<file path="src/pmrp_pkg.sv">
package pmrp_pkg;
    localparam int PMRP_ADDR_LSB   = 13;
    localparam int PMRP_ADDR_MSB   = 35;
    localparam int PMRP_ADDR_W     = PMRP_ADDR_MSB - PMRP_ADDR_LSB + 1;
    localparam int PMRP_DATA_W     = 36;
    localparam int PMRP_DIAG_W     = 3;
    localparam int PMRP_OP_W       = 4;
    localparam logic [2:0] PMRP_DIAG_XFER = 3'h7;
    localparam logic [PMRP_DATA_W-1:0] PMRP_DATA_RST = 36'h0_0000_0000;
    localparam logic [PMRP_ADDR_W-1:0] PMRP_ADDR_RST = 23'h00_0000;
    // Operation codes presented by the user port.
    localparam logic [3:0] PMRP_OP_READ      = 4'h0;
    localparam logic [3:0] PMRP_OP_WRITE     = 4'h1;
    localparam logic [3:0] PMRP_OP_LD_UBR    = 4'h2;
    localparam logic [3:0] PMRP_OP_LD_EBR    = 4'h3;
    localparam logic [3:0] PMRP_OP_LD_CCA    = 4'h4;
    localparam logic [3:0] PMRP_OP_LD_REFILL = 4'h5;
    localparam logic [3:0] PMRP_OP_RD_UBR    = 4'h6;
    localparam logic [3:0] PMRP_OP_RD_EBR    = 4'h7;
    localparam logic [3:0] PMRP_OP_RD_CCA    = 4'h8;
    localparam logic [3:0] PMRP_OP_RD_ERA    = 4'h9;
    localparam logic [3:0] PMRP_OP_RD_PT     = 4'hA;
    // Qualifier bit positions.
    localparam int PMRP_Q_WRITE   = 0;
    localparam int PMRP_Q_LOAD    = 1;
    localparam int PMRP_Q_READ    = 2;
    localparam int PMRP_Q_UBR     = 3;
    localparam int PMRP_Q_EBR     = 4;
    localparam int PMRP_Q_CCA     = 5;
    localparam int PMRP_Q_ERA     = 6;
    localparam int PMRP_Q_MAP     = 7;
    localparam int PMRP_Q_REFILL  = 8;
    localparam int PMRP_QUAL_W    = 9;
    typedef enum logic [1:0] {
        PMRP_IDLE,
        PMRP_REQ,
        PMRP_WAIT_RESP,
        PMRP_SYNC
    } pmrp_state_e;
endpackage : pmrp_pkg

</file>
<file path="src/pmrp_parity.sv">
module pmrp_parity
    import pmrp_pkg::*;
#(
    parameter int WIDTH = PMRP_DATA_W
) (
    // Data in.
    input  wire logic [WIDTH-1:0] data,
    // Odd parity bit and check against a supplied bit.
    input  wire logic             par_in,
    output logic                  par_odd,
    output logic                  par_ok
);
    if (WIDTH < 1) begin : g_bad_width
        $error("pmrp_parity width must be positive.");
    end
    assign par_odd = ~(^data);
    assign par_ok  = ((^data) ^ par_in) == 1'b1;
endmodule : pmrp_parity

</file>
<file path="src/pmrp_host.sv">
module pmrp_host
    import pmrp_pkg::*;
#(
    parameter int ADDR_W = PMRP_ADDR_W,
    parameter int DATA_W = PMRP_DATA_W
) (
    // Clock and reset.
    input  wire logic              mclk,
    input  wire logic              nrst,
    // User command port.
    input  wire logic              cmd_valid,
    input  wire logic [3:0]        cmd_op,
    input  wire logic [ADDR_W-1:0] cmd_addr,
    input  wire logic [DATA_W-1:0] cmd_wdata,
    input  wire logic              cmd_abort,
    output logic                   cmd_ready,
    output logic                   cmd_done,
    output logic                   cmd_aborted,
    output logic [DATA_W-1:0]      cmd_rdata,
    output logic                   cmd_par_err,
    // Request handshake toward the storage controller.
    output logic                   proc_request,
    output logic                   abort_reference,
    output logic [PMRP_QUAL_W-1:0] req_qualifiers,
    output logic [ADDR_W-1:0]      virtual_address_bus,
    output logic [DATA_W-1:0]      arithmetic_register,
    output logic                   store_data_parity,
    output logic [PMRP_DIAG_W-1:0] diag_select_code,
    output logic                   data_sync_strobe,
    output logic                   master_reset,
    input  wire logic              start_acknowledge,
    input  wire logic              response_valid,
    input  wire logic [DATA_W-1:0] cache_data,
    input  wire logic              read_data_parity,
    // Error flag level that freezes the controller's error address.
    input  wire logic              proc_error_in,
    output logic                   any_proc_error_flag
);
    // The buses are fixed by the interface, so other widths are refused outright.
    if (ADDR_W != PMRP_ADDR_W) begin : g_bad_addr_w
        $error("pmrp_host address width must be 23.");
    end
    if (DATA_W != PMRP_DATA_W) begin : g_bad_data_w
        $error("pmrp_host data width must be 36.");
    end
    if (PMRP_Q_REFILL >= PMRP_QUAL_W) begin : g_bad_qual_w
        $error("pmrp_host qualifier field is too narrow.");
    end

    // Register loads carry their data on the address bus, so only the qualifiers differ.
    function automatic logic [PMRP_QUAL_W-1:0] op_qual(input logic [3:0] op);
        logic [PMRP_QUAL_W-1:0] q;
        q = '0;
        case (op)
            PMRP_OP_WRITE:     q[PMRP_Q_WRITE] = 1'b1;
            PMRP_OP_LD_UBR:    begin q[PMRP_Q_LOAD] = 1'b1; q[PMRP_Q_UBR] = 1'b1; end
            PMRP_OP_LD_EBR:    begin q[PMRP_Q_LOAD] = 1'b1; q[PMRP_Q_EBR] = 1'b1; end
            PMRP_OP_LD_CCA:    begin q[PMRP_Q_LOAD] = 1'b1; q[PMRP_Q_CCA] = 1'b1; end
            PMRP_OP_LD_REFILL: begin q[PMRP_Q_READ] = 1'b1; q[PMRP_Q_REFILL] = 1'b1; end
            PMRP_OP_RD_UBR:    begin q[PMRP_Q_READ] = 1'b1; q[PMRP_Q_UBR] = 1'b1; end
            PMRP_OP_RD_EBR:    begin q[PMRP_Q_READ] = 1'b1; q[PMRP_Q_EBR] = 1'b1; end
            PMRP_OP_RD_CCA:    begin q[PMRP_Q_READ] = 1'b1; q[PMRP_Q_CCA] = 1'b1; end
            PMRP_OP_RD_ERA:    begin q[PMRP_Q_READ] = 1'b1; q[PMRP_Q_ERA] = 1'b1; end
            PMRP_OP_RD_PT:     begin q[PMRP_Q_READ] = 1'b1; q[PMRP_Q_MAP] = 1'b1; end
            default:           q = '0;
        endcase
        return q;
    endfunction : op_qual

    function automatic logic op_is_reg_read(input logic [3:0] op);
        return (op >= PMRP_OP_RD_UBR) && (op <= PMRP_OP_RD_PT);
    endfunction : op_is_reg_read

    pmrp_state_e     state_reg;
    logic [3:0]      op_reg;
    logic            first_reg;
    logic            store_par;
    logic            rd_par_ok;

    pmrp_parity #(.WIDTH(DATA_W)) u_store_par (
        .data    (cmd_wdata),
        .par_in  (1'b0),
        .par_odd (store_par),
        .par_ok  ()
    );

    pmrp_parity #(.WIDTH(DATA_W)) u_read_par (
        .data    (cache_data),
        .par_in  (read_data_parity),
        .par_odd (),
        .par_ok  (rd_par_ok)
    );

    // The abort window is one period only; later aborts are ignored.
    always_ff @(posedge mclk or negedge nrst) begin
        if (!nrst) begin
            state_reg <= PMRP_IDLE;
        end else begin
            case (state_reg)
                PMRP_IDLE: begin
                    if (cmd_valid) state_reg <= PMRP_REQ;
                end
                PMRP_REQ: begin
                    if (start_acknowledge) state_reg <= PMRP_WAIT_RESP;
                    else if (first_reg && cmd_abort) state_reg <= PMRP_IDLE;
                    else state_reg <= PMRP_REQ;
                end
                PMRP_WAIT_RESP: begin
                    if (response_valid) state_reg <= PMRP_SYNC;
                end
                PMRP_SYNC: begin
                    state_reg <= PMRP_IDLE;
                end
                default: state_reg <= PMRP_IDLE;
            endcase
        end
    end

    // Marks the single period after the request rises, the only one in which abort is legal.
    always_ff @(posedge mclk or negedge nrst) begin
        if (!nrst) begin
            first_reg <= 1'b0;
        end else begin
            first_reg <= (state_reg == PMRP_IDLE) && cmd_valid;
        end
    end

    // Request line and abort, both aligned to the shared clock.
    always_ff @(posedge mclk or negedge nrst) begin
        if (!nrst) begin
            proc_request    <= 1'b0;
            abort_reference <= 1'b0;
        end else begin
            if (state_reg == PMRP_IDLE && cmd_valid) begin
                proc_request <= 1'b1;
            end else if (state_reg == PMRP_REQ && start_acknowledge) begin
                proc_request <= 1'b0;
            end else if (state_reg == PMRP_REQ && first_reg && cmd_abort) begin
                proc_request <= 1'b0;
            end
            abort_reference <= (state_reg == PMRP_REQ) && first_reg && cmd_abort
                               && !start_acknowledge;
        end
    end

    // Address, data and qualifiers are loaded with the request and frozen after.
    always_ff @(posedge mclk or negedge nrst) begin
        if (!nrst) begin
            op_reg              <= 4'h0;
            req_qualifiers      <= '0;
            virtual_address_bus <= PMRP_ADDR_RST;
            arithmetic_register <= PMRP_DATA_RST;
            store_data_parity   <= 1'b1;
            diag_select_code    <= 3'h0;
        end else if (state_reg == PMRP_IDLE && cmd_valid) begin
            op_reg              <= cmd_op;
            req_qualifiers      <= op_qual(cmd_op);
            virtual_address_bus <= cmd_addr;
            arithmetic_register <= cmd_wdata;
            store_data_parity   <= store_par;
            diag_select_code    <= op_is_reg_read(cmd_op) ? PMRP_DIAG_XFER : 3'h0;
        end
    end

    // Sync strobe for exactly one tick once the response is seen.
    always_ff @(posedge mclk or negedge nrst) begin
        if (!nrst) begin
            data_sync_strobe <= 1'b0;
            cmd_rdata        <= PMRP_DATA_RST;
            cmd_par_err      <= 1'b0;
            cmd_done         <= 1'b0;
            cmd_aborted      <= 1'b0;
        end else begin
            data_sync_strobe <= (state_reg == PMRP_WAIT_RESP) && response_valid;
            cmd_done         <= (state_reg == PMRP_WAIT_RESP) && response_valid;
            cmd_aborted      <= (state_reg == PMRP_REQ) && first_reg && cmd_abort
                                && !start_acknowledge;
            if (state_reg == PMRP_WAIT_RESP && response_valid) begin
                cmd_rdata <= cache_data;
                // Transfer-bus reads carry no parity, so they are never flagged.
                cmd_par_err <= !rd_par_ok && !op_is_reg_read(op_reg);
            end
        end
    end

    // Ready is registered so the user sees a clean idle level.
    always_ff @(posedge mclk or negedge nrst) begin
        if (!nrst) begin
            cmd_ready           <= 1'b0;
            master_reset        <= 1'b1;
            any_proc_error_flag <= 1'b0;
        end else begin
            cmd_ready           <= (state_reg == PMRP_IDLE) && !cmd_valid;
            master_reset        <= 1'b0;
            any_proc_error_flag <= proc_error_in;
        end
    end
endmodule : pmrp_host

</file>
<file path="config.mk">
export PLATFORM = sky130hd
export DESIGN_NAME = pmrp_host
export DESIGN_NICKNAME = d
export VERILOG_FILES = /design/src/pmrp_pkg.sv /design/src/pmrp_parity.sv /design/src/pmrp_host.sv
export SDC_FILE = /design/constraint.sdc
export NUM_CORES = 1
export LEC_CHECK = 0
export BUFFER_PORTS_ARGS = -buffer_cell sky130_fd_sc_hd__buf_2
export CAP_MARGIN = 20
export CORE_MARGIN = 3
export CORE_UTILIZATION = 51
export DETAILED_ROUTE_END_ITERATION = 8
export PLACE_DENSITY = 0.87
export SYNTH_ARGS = -nofsm -noshare
export SYNTH_HDL_FRONTEND = slang
export SYNTH_SLANG_ARGS = --single-unit
</file>
<file path="constraint.sdc">
create_clock -name mclk -period 2.2 [get_ports mclk]
set_input_delay 0.22 -clock mclk [delete_from_list [all_inputs] [get_ports mclk]]
set_output_delay 0.22 -clock mclk [all_outputs]
set_load 0.01 [all_outputs]
</file>
# == After elaboration in Yosys (flattened, before gate mapping) ==
# Cells that the tools add are included.
# totals
regBits,122
in_bits,107
out_inout_bits,117
wordCells,80
# classes
order_cmp,4
eq_ne,15
muxes,18
n_bitwise,2
n_reduce_logical,25
# op_table
cell,count
parity 36 bit,2
equality test 4 x 3 -> 1 bit (second input constant),4
two-way mux 1 bit,13
equality test 4 bit (second input constant),3
logical AND 1 bit,11
equality test 4 x 2 -> 1 bit (second input constant),2
>= comparator 4 x 3 -> 1 bit (second input constant),2
<= comparator 4 bit (second input constant),2
case mux 2 bit (4 select lines),1
two-way mux 2 bit,3
OR reduction 2 bit,3
OR reduction 6 bit,1
equality test 2 bit (second input constant),2
equality test 4 x 1 -> 1 bit (second input constant),1
logical NOT 1 bit,4
inequality test 2 bit (second input constant),2
two-way mux 3 bit,1
nonzero test 3 bit,1
OR reduction 3 bit,1
equality test 2 x 1 -> 1 bit (second input constant),1
logical NOT 2 bit,1
AND reduction 2 bit,1
NOT 1 bit,1
bitwise XOR 1 bit,1

# == Longest topological paths before layout ==
# Gate-level depths: netlist of the first run.
# depth
word_depth,6
mapped_depth,7

# == Cells and area by module ==
# A second synthesis of the first run with hierarchy kept.
# unflattened
cells_unflattened,502
hier_area_um2,5336.4
# by_module_without_submodules
module,n_inst,cells_each,area_per_inst_um2,seq_area_each_um2
pmrp_host,1,432,4653.2,3005.4
pmrp_parity,2,35,341.6,0.0

# == Worst setup path before layout of the first run ==
# OpenSTA, ideal clock, no wires.
# synth_timing
path_kind,register to register
start,register state_reg[0]
end,register cmd_rdata[0]
arrival_time_ns,1.349
path_slack_ns,0.726
stages_incl_launch_ff,6
cell_sequence,dfrtp_1 buf_2 nand3b_1 buf_2 buf_2 mux2_2
# synth_between
elab_chain_cells,2
# synth_lines
element,line,rtl
"start, declared",pmrp_host.sv:74,pmrp_state_e state_reg;
"start signal, assigned",pmrp_host.sv:97,state_reg <= PMRP_IDLE;
"start signal, assigned",pmrp_host.sv:101,if (cmd_valid) state_reg <= PMRP_REQ;
"start signal, assigned",pmrp_host.sv:104,if (start_acknowledge) state_reg <= PMRP_WAIT_RESP;
equality test 2 bit,pmrp_host.sv:178,if (state_reg == PMRP_WAIT_RESP && response_valid) begin
logical AND 1 bit,pmrp_host.sv:178,
"end signal, assigned",pmrp_host.sv:179,cmd_rdata <= cache_data;
"end, declared",pmrp_host.sv:19,"output logic [DATA_W-1:0] cmd_rdata,"
# No other way between the ends.
# A chain may end at the register's enable or synchronous reset.

# == Worst setup path after layout of the first run ==
# layout_timing
start,input cmd_wdata[26]
end,register store_data_parity
# layout_between
elab_chain_cells,2
# layout_lines
element,line,rtl
"start, declared",pmrp_host.sv:14,"input wire logic [DATA_W-1:0] cmd_wdata,"
parity 36 bit,-,
NOT 1 bit,pmrp_parity.sv:16,assign par_odd = ~(^data);
"end signal, assigned",pmrp_host.sv:160,store_data_parity <= store_par;
"end, declared",pmrp_host.sv:27,"output logic store_data_parity,"
# No other way between the ends.

==> results_dict.tcl, run 1 <==
set metrics [dict create \
    crit_path_top_delay_cell "dlygate4sd3_1" \
    grt_max_degree 52 \
    clock_skew_ps 8.677 \
    h-tree-depth 4 \
    max_freq_mhz 537.4 \
    synth_seq_area_share 0.5816 \
    via_count 4893 \
    reg2reg_from "state_reg[0]$_DFFE_PN0P_" \
    drc 0 \
    synth_area_per_cell_um2 10.36 \
    report.final.slew_viol_count 0 \
    port_buffers 223 \
    synthCells 499 \
    vias_per_cell 5.039 \
    hold_ws_ps 41.81 \
    fp-row-count 36 \
    cpPeakStageDelay_ps 560 \
    rsz0062_at_grt "false" \
    gp_congestion 0.7981 \
    min_from "response_valid" \
    path_clk_slew_ps 60 \
    synth_top_area_cell "dfrtp_1" \
    drtIter0Drc 412 \
    cts_buffers 17 \
    crit_path_end_kind "register" \
    synthDistinctLibCells 26 \
    power_density_nw_per_um2 1314 \
    yosysWarnings 0 \
    critPathKind "primary input to register" \
    synth_nets 606 \
    place_hpwl_um 9849 \
    grt_antenna_before_repair 1 \
    ant_nets 0 \
    die_area_um2 11380 \
    grt_usage 0.3147 \
    cts_resized 0 \
    fp.coreArea_um2 9819 \
    numClockSinks 120 \
    nets 933 \
    fp.dieH_um 106.7 \
    routedWlPerCell_um 17.95 \
    n_antenna_cell 0 \
    ys_top_cells_by_area "dfrtp_1 57%, nand2_1 15%, xnor2_1 9.8%" \
    period_share 0.8458 \
    synth-seq-cells 120 \
    drv_cap 0 \
    synth_top_area_frac 0.5714 \
    clockBufferDepth 2 \
    startpoint_type "primary input" \
    finalHoldViolCount 0 \
    areaGrowthSynthToFinish_pct 54.96 \
    synth_area_um2 5167 \
    hold_path.class "primary input to register" \
    start_util 0.5262 \
    layout-drive-gt1-share 0.3568 \
    fp.dieW_um 106.7 \
    required_ps 2630 \
    overflow 0 \
    cp_cell_sequence "dlygate4sd3_1, buf_2, xor2_1, xnor2_1, xnor2_1, xnor3_1, xnor2_1, o21ai_1" \
    tns_ps 0 \
    first_global_vias 5290 \
    period_needed_ps 1861 \
    dr.pass1.iters 5 \
    cts_setup_buffers 0 \
    critical_path_arrival_ps 2290 \
    vdd_drop_max_mv 0.6594 \
    biggestRegsByFlops "arithmetic_register (36), cmd_rdata (36), virtual_address_bus (23)" \
    cts-root-buf "clkbuf_8" \
    worst_path_most_repeated_cell "xnor2_1" \
    cts_hold_buf 102 \
    pin_count 224 \
    crit_path_start "cmd_wdata[26]" \
    status "finished clean" \
    grt_pass1_wl_um 27590 \
    insertion_delay_ps 510 \
    critPathMaxFanout 2 \
    leakage_nw 4.178 \
    cts_tree "yes" \
    drt-total-wl_um 17430 \
    finalSetupViolations 0 \
]
-- area by class of cell --
type                       instances  area [um^2]
timing repair buffer             334         2220
clock inverter                     9        125.1
inverter                           5        18.77
tap                              133        166.4
clock buffer                      22        442.9
fill                             537         1812
sequential                       120         3005
multi-input combinational        348         2029
-- cell families after synthesis --
family / count (synthesis) / share of synthesized area
muxes: 37 / 0.08039
buffers and inverters: 31 / 0.02615
other: 1 / 0.0007257
AOI/OAI and AO/OA: 24 / 0.02712
and+or+nand+nor: 216 / 0.1600
xor gates and xnor gates: 70 / 0.1240
DFF: 120 / 0.5816
-- metrics by stage --
| stage | cells | setup WS [ps] | total power [mW] | utilization | instance area, um^2 |
|---|---|---|---|---|---|
| 3_3_place_gp | 838 | 541.9 | 7.285 | 0.6537 | 6419 |
| 3_5_place_dp | 838 | 488.3 | 7.475 | 0.6537 | 6419 |
| 4_1_cts | 971 | 458.8 | 10.33 | 0.8155 | 8008 |
| 6_report | 971 | 339.3 | 10.52 | 0.8155 | 8008 |
| 5_1_grt | 971 | 269.3 | 11.11 | 0.8155 | 8008 |
| 2_1_floorplan | 499 | 725.9 | 5.856 | - | 5167 |
-- cell usage in the layout, fill, tap and decap left out, drive strengths merged, types with 3 or more instances in the layout --
master / instances
a21oi: 7
buf: 232
bufinv: 3
clkbuf: 22
clkinv: 4
dfrtp: 118
dlygate4sd3: 102
inv: 5
mux2: 36
nand2: 201
nand3: 4
nor2: 6
o21ai: 11
xnor2: 58
xor2: 10
-- worst max-delay path, delay by kind of cell --
kind	cells	cell delay [ps]
buffers and inverters	2	700
xor gates and xnor gates	5	1230
AOI/OAI and AO/OA	1	130
-- power breakdown --
| part | internal, mW | total (mW) | switching [mW] |
|---|---|---|---|
| combinational | 1.75 | 3.95 | 2.20 |
| clock | 1.74 | 2.69 | 0.951 |
| sequential | 3.23 | 3.88 | 0.653 |
-- synth_stat cells --
cell type / number
a21oi_1: 7
o21ai_0: 10
nand2_1: 201
o21ai_1: 1
conb_1: 1
mux2_2: 36
xnor2_1: 58
xor2_1: 10
nor2b_1: 1
dfrtp_1: 118
a22o_1: 2
o41ai_1: 2
nand3_1: 4
mux2i_1: 1
buf_4: 4
nor3_1: 2
inv_2: 1
nor2_1: 6
nand4_1: 1
o31ai_1: 2
buf_2: 3
xnor3_1: 2
nand3b_1: 1
inv_1: 4
clkbuf_1: 19
dfstp_2: 2
-- per-layer routing --
| layer | share of wire | vias up | GRT usage |
|---|---|---|---|
| met2 | 0.52 | 276 | 0.5629 |
| met3 | 0.092 | 42 | 0.1090 |
| met5 | 0.00075 | - | 0 |
| li1 | - | 2227 | - |
| met4 | 0.024 | 2 | 0.1205 |
| met1 | 0.36 | 2346 | 0.3422 |
-- path summary, 6_finish.rpt --
path | depth (start not counted) | endpoint | slack [ps]
setup / recovery | 8 | store_data_parity$_DFFE_PN1P_ | 340
hold / removal | 3 | state_reg[0]$_DFFE_PN0P_ | 40
setup reg to reg | 3 | cmd_rdata[4]$_DFFE_PN0P_ | 520
max in group asynchronous | 3 | req_qualifiers[7]$_DFFE_PN0P_ | 1330
hold reg to reg | 2 | virtual_address_bus[4]$_DFFE_PN0P_ | 470
min in group asynchronous | 2 | arithmetic_register[8]$_DFFE_PN0P_ | 230
(Power assumes the default switching activity.)
==> run 2: changes to the inputs <==
CORE_UTILIZATION = 48   (was 51)
PLACE_DENSITY = 0.83   (was 0.87)
clock period = 1.8 ns   (was 2.2 ns; I/O delays follow)
==> results_dict.tcl, run 2 (synthesis gave the netlist of run 1 again) <==
set metrics [dict create \
    biggestRegsByFlops "arithmetic_register (36), cmd_rdata (36), virtual_address_bus (23)" \
    power_density_nw_per_um2 1598 \
    areaGrowthSynthToFinish_pct 57.00 \
    grt_max_degree 48 \
    fp.dieW_um 109.8 \
    max_freq_mhz 572.6 \
    critPathKind "primary input to register" \
    drv_cap 0 \
    numClockSinks 120 \
    dp.cells 842 \
    report.final.slew_viol_count 0 \
    grt_usage 0.2789 \
    n_antenna_cell 0 \
    layout-drive-gt1-share 0.3634 \
    vias_per_cell 4.992 \
    gp_congestion 0.7880 \
    via_count 4882 \
    first_global_vias 5126 \
    ant_nets 0 \
    cts-root-buf "clkbuf_8" \
    h-tree-depth 4 \
    grt_antenna_before_repair 0 \
    start_util 0.4961 \
    mostFrequentLayoutCells "222 x buf_2, 200 x nand2_1, 118 x dfrtp_1" \
    cpPeakStageDelay_ps 560 \
    dpl_worst_slack_ps 45.78 \
    dr.pass1.iters 7 \
    hold_path.class "primary input to register" \
    drt-total-wl_um 16650 \
    cts_tree "yes" \
    critPathMaxFanout 2 \
    pwr-share-seq 0.363 \
    finalHoldViolCount 0 \
    path_clk_slew_ps 60 \
    place_area_um2 6455 \
    cp_cell_sequence "dlygate4sd3_1, buf_2, xnor2_1, xnor2_1, xnor2_1, xnor3_1, xnor2_1, o21ai_1" \
    rsz0062_at_grt "false" \
    cts_setup_buffers 0 \
    finalSetupViolations 0 \
    fin_ws_ps 53.50 \
    nets 936 \
    die_area_um2 12050 \
    fp.coreArea_um2 10420 \
    cts_buffers 17 \
    drtIter0Drc 316 \
    startpoint_type "primary input" \
    clkPwrFrac 0.265 \
    layout_commonest_cell "buf_2" \
    required_ps 2230 \
    grt_pass1_wl_um 25410 \
    vdd_drop_max_mv 1.065 \
    seq_area_um2 3005 \
    clock_skew_ps 5.477 \
    crit_path_top_delay_cell "dlygate4sd3_1" \
    drc 0 \
    tns_ps 0 \
    insertion_delay_ps 500 \
    critical_path_arrival_ps 2180 \
    crit_path_end_kind "register" \
    period_share 0.9703 \
    routedWlPerCell_um 17.02 \
    pin_count 224 \
    combPwrFrac 0.373 \
    p_sw_mw 4.657 \
    multi_input_area_um2 2044 \
    status "finished clean" \
    swShare 0.3593 \
    fp-row-count 37 \
    worst_path_most_repeated_cell "xnor2_1" \
    utilization 0.7789 \
    instances_no_fill 978 \
    fin_area_um2 8113 \
    place_hpwl_um 9776 \
    clockBufferDepth 2 \
    leakage_nw 4.223 \
    period_needed_ps 1746 \
    fill_cells 593 \
    port_buffers 223 \
    overflow 0 \
    fp.dieH_um 109.8 \
    p_int_mw 8.306 \
]
run 2: cell count changes in the layout (fill, tap and decap cells not counted), moves of 2 or more:
cell           before  now
clkinv_4            0    3
clkinv_2            4    1
dlygate4sd3_1     102  104
buf_12              1    3
xnor2_2             0    2
clkbuf_1            4    1
inv_6               0    3
xnor2_1            58   56
run 2: area by class of cell:
type	count	area share
multi-input combinational	348	0.2520
timing repair buffer	337	0.2801
tap	136	0.02097
inverter	5	0.002313
sequential	120	0.3705
clock buffer	19	0.05321
clock inverter	13	0.02097
run 2: worst paths after layout:
kind / to / depth (start not counted) / slack (ps) / from
max in group asynchronous: virtual_address_bus[3]$_DFFE_PN0P_ / 3 / 950 / nrst
worst min-delay path: state_reg[0]$_DFFE_PN0P_ / 4 / 40 / cmd_abort
worst min register to register: req_qualifiers[5]$_DFFE_PN0P_ / 2 / 470 / req_qualifiers[5]$_DFFE_PN0P_
min in group asynchronous: any_proc_error_flag$_DFF_PN0_ / 2 / 190 / nrst
worst max-delay path: store_data_parity$_DFFE_PN1P_ / 8 / 50 / cmd_wdata[3]
worst max register to register: cmd_aborted$_DFF_PN0_ / 4 / 300 / register
run 2: critical path: cells and delay by family:
kind	cells	cell delay [ps]
xor+xnor	5	1180
buf+inv	2	700
compound gates	1	110
run 2: timing repair:
action,CTS,global route
setup endpoints to repair,0,2
hold buffers,104,0
hold endpoints to repair,140,0
resized for setup,0,3
run 2: stage by stage:
step / hold slack, ps / power (mW)
6_report: 39.70 / 12.96
5_1_grt: 37.38 / 13.72
4_1_cts: 10.72 / 12.78
3_5_place_dp: 178.0 / 9.138
3_3_place_gp: 162.6 / 8.927
2_1_floorplan: -115.6 / 7.157
run 2: power groups by stage:
stage,clock [mW],combinational (mW),sequential (mW)
5_1_grt,3.61,5.29,4.81
2_1_floorplan,0,2.03,5.12
3_3_place_gp,0,4.36,4.57
4_1_cts,3.47,4.68,4.63
3_5_place_dp,0,4.50,4.64
6_report,3.43,4.83,4.70
run 2: layer usage:
metal,global-route usage,vias to the layer above,share of wire
met5,0,-,0
li1,-,2233,-
met2,0.4878,270,0.50
met1,0.3150,2340,0.38
met3,0.08925,39,0.090
met4,0.1122,0,0.025
==> run 3: changes to the inputs <==
clock period = 1.7 ns   (was 1.8 ns; I/O delays follow)
==> results_dict.tcl, run 3 (synthesis gave the netlist of run 1 again) <==
set metrics [dict create \
    ant_nets 0 \
    pin_count 224 \
    hold_ws_ps 114.6 \
    cp_cell_sequence "dlygate4sd3_1, xnor2_2, xnor2_2, xnor2_1, xnor3_1, xnor2_1, o21ai_1" \
    period_share 1.001 \
    fill_cells 597 \
    critPathKind "primary input to register" \
    fp.dieW_um 109.8 \
    clock_skew_ps 8.097 \
    fp.dieH_um 109.8 \
    grt_max_degree 52 \
    gp_congestion 0.7660 \
    overflow 0 \
    vias_per_cell 5.058 \
    layout-drive-gt1-share 0.3672 \
    critPathMaxFanout 2 \
    drv_cap 0 \
    vdd_drop_max_mv 0.8657 \
    port_buffers 223 \
    cp_top_family "XOR/XNOR gates" \
    violations "setup timing" \
    nets 930 \
    grt_pass1_wl_um 25440 \
    path_clk_slew_ps 60 \
    hold_path.class "primary input to async pin" \
    cts_tree "yes" \
    required_ps 2140 \
    crit_path_end_kind "register" \
    cpPeakStageDelay_ps 630 \
    drtIter0Drc 288 \
    place_hpwl_um 9666 \
    rsz0062_at_grt "true" \
    path_buf_inv 1 \
    crit_path_start "cmd_wdata[0]" \
    areaGrowthSynthToFinish_pct 57.24 \
    fp-row-count 37 \
    numClockSinks 120 \
    max_freq_mhz 587.5 \
    fin_ws_ps -2.015 \
    h-tree-depth 4 \
    critical_path_arrival_ps 2140 \
    cts-root-buf "clkbuf_8" \
    status "finished, violations left" \
    routedWlPerCell_um 17.57 \
    fp.coreArea_um2 10420 \
    drt-total-wl_um 17080 \
    first_global_vias 5163 \
    crit_path_top_delay_cell "dlygate4sd3_1" \
    utilization 0.7801 \
    report.final.slew_viol_count 0 \
    insertion_delay_ps 510 \
    cts_setup_buffers 0 \
    startpoint_type "primary input" \
    die_area_um2 12050 \
    mostFrequentLayoutCells "215 x buf_2, 200 x nand2_1, 118 x dfrtp_1" \
    drc 0 \
    n_antenna_cell 0 \
    period_needed_ps 1702 \
    leakage_nw 4.227 \
    power_density_nw_per_um2 1659 \
    finalSetupViolations 1 \
    seq_area_um2 3005 \
    clockBufferDepth 2 \
    cts_buffers 17 \
    grt_usage 0.2804 \
    start_util 0.4961 \
    layout_commonest_cell "buf_2" \
    via_count 4916 \
    dr.pass1.iters 5 \
    biggestRegsByFlops "arithmetic_register (36), cmd_rdata (36), virtual_address_bus (23)" \
    grt_antenna_before_repair 0 \
    finalHoldViolCount 0 \
    multi_input_area_um2 2112 \
]
run 3: changes by cell type in the layout (fill, tap and decap cells not counted), moves of 3 or more:
| cell | delta |
|---|---|
| xnor2_2 | +7 |
| xnor2_1 | -7 |
| clkinv_2 | +3 |
| buf_2 | -7 |
run 3: repair_timing:
| item | in CTS | in global routing |
|---|---|---|
| gates resized for setup | 0 | 12 |
| endpoints found under the hold margin | 228 | 0 |
| hold buffers | 106 | 0 |
| endpoints found under the setup margin | 0 | 2 |
run 3: stage by stage:
stage	setup TNS, ps	power (mW)	setup slack (ps)	instances	cell area, um^2
finish	-2.015	13.48	-2.015	972	8125
floorplan	0	7.578	225.9	499	5167
CTS	0	13.30	21.29	979	8078
detailed placement	0	9.706	33.14	841	6460
global placement	0	9.448	91.44	841	6460
global route	-65.38	14.26	-36.47	972	8125
run 3: final timing paths:
| check | slack [ps] | cells past startpoint | endpoint |
|---|---|---|---|
| setup / recovery | -2 | 7 | store_data_parity$_DFFE_PN1P_ |
| hold / removal | 110 | 2 | arithmetic_register[8]$_DFFE_PN0P_ |
| setup reg to reg | 100 | 4 | state_reg[0]$_DFFE_PN0P_ |
| hold reg to reg | 470 | 2 | req_qualifiers[5]$_DFFE_PN0P_ |
| max in group asynchronous | 970 | 3 | store_data_parity$_DFFE_PN1P_ |
| min in group mclk | 210 | 4 | proc_request$_DFFE_PN0P_ |
run 3: area by class of cell:
type | instances | share of cell area
clock buffer | 21 | 0.05651
multi-input combinational | 348 | 0.2599
timing repair buffer | 331 | 0.2784
sequential | 120 | 0.3699
inverter | 5 | 0.002310
tap | 136 | 0.02094
clock inverter | 11 | 0.01201
run 3: metal layers:
metal | global-route usage | vias to the layer above | wire length, um
li1 | - | 2214 | -
met1 | 0.3124 | 2379 | 6263
met2 | 0.4891 | 269 | 8727
met3 | 0.08456 | 54 | 1610
met4 | 0.1336 | 0 | 475
met5 | 0 | - | 0
run 3: where the power goes:
part | leakage (nW) | switching (mW) | total [mW] | internal, mW
Combinational | 2.48 | 2.82 | 5.16 | 2.34
Sequential | 1.48 | 0.823 | 5.00 | 4.17
Clock | 0.266 | 1.28 | 3.33 | 2.05
Total | 4.23 | 4.92 | 13.5 | 8.56
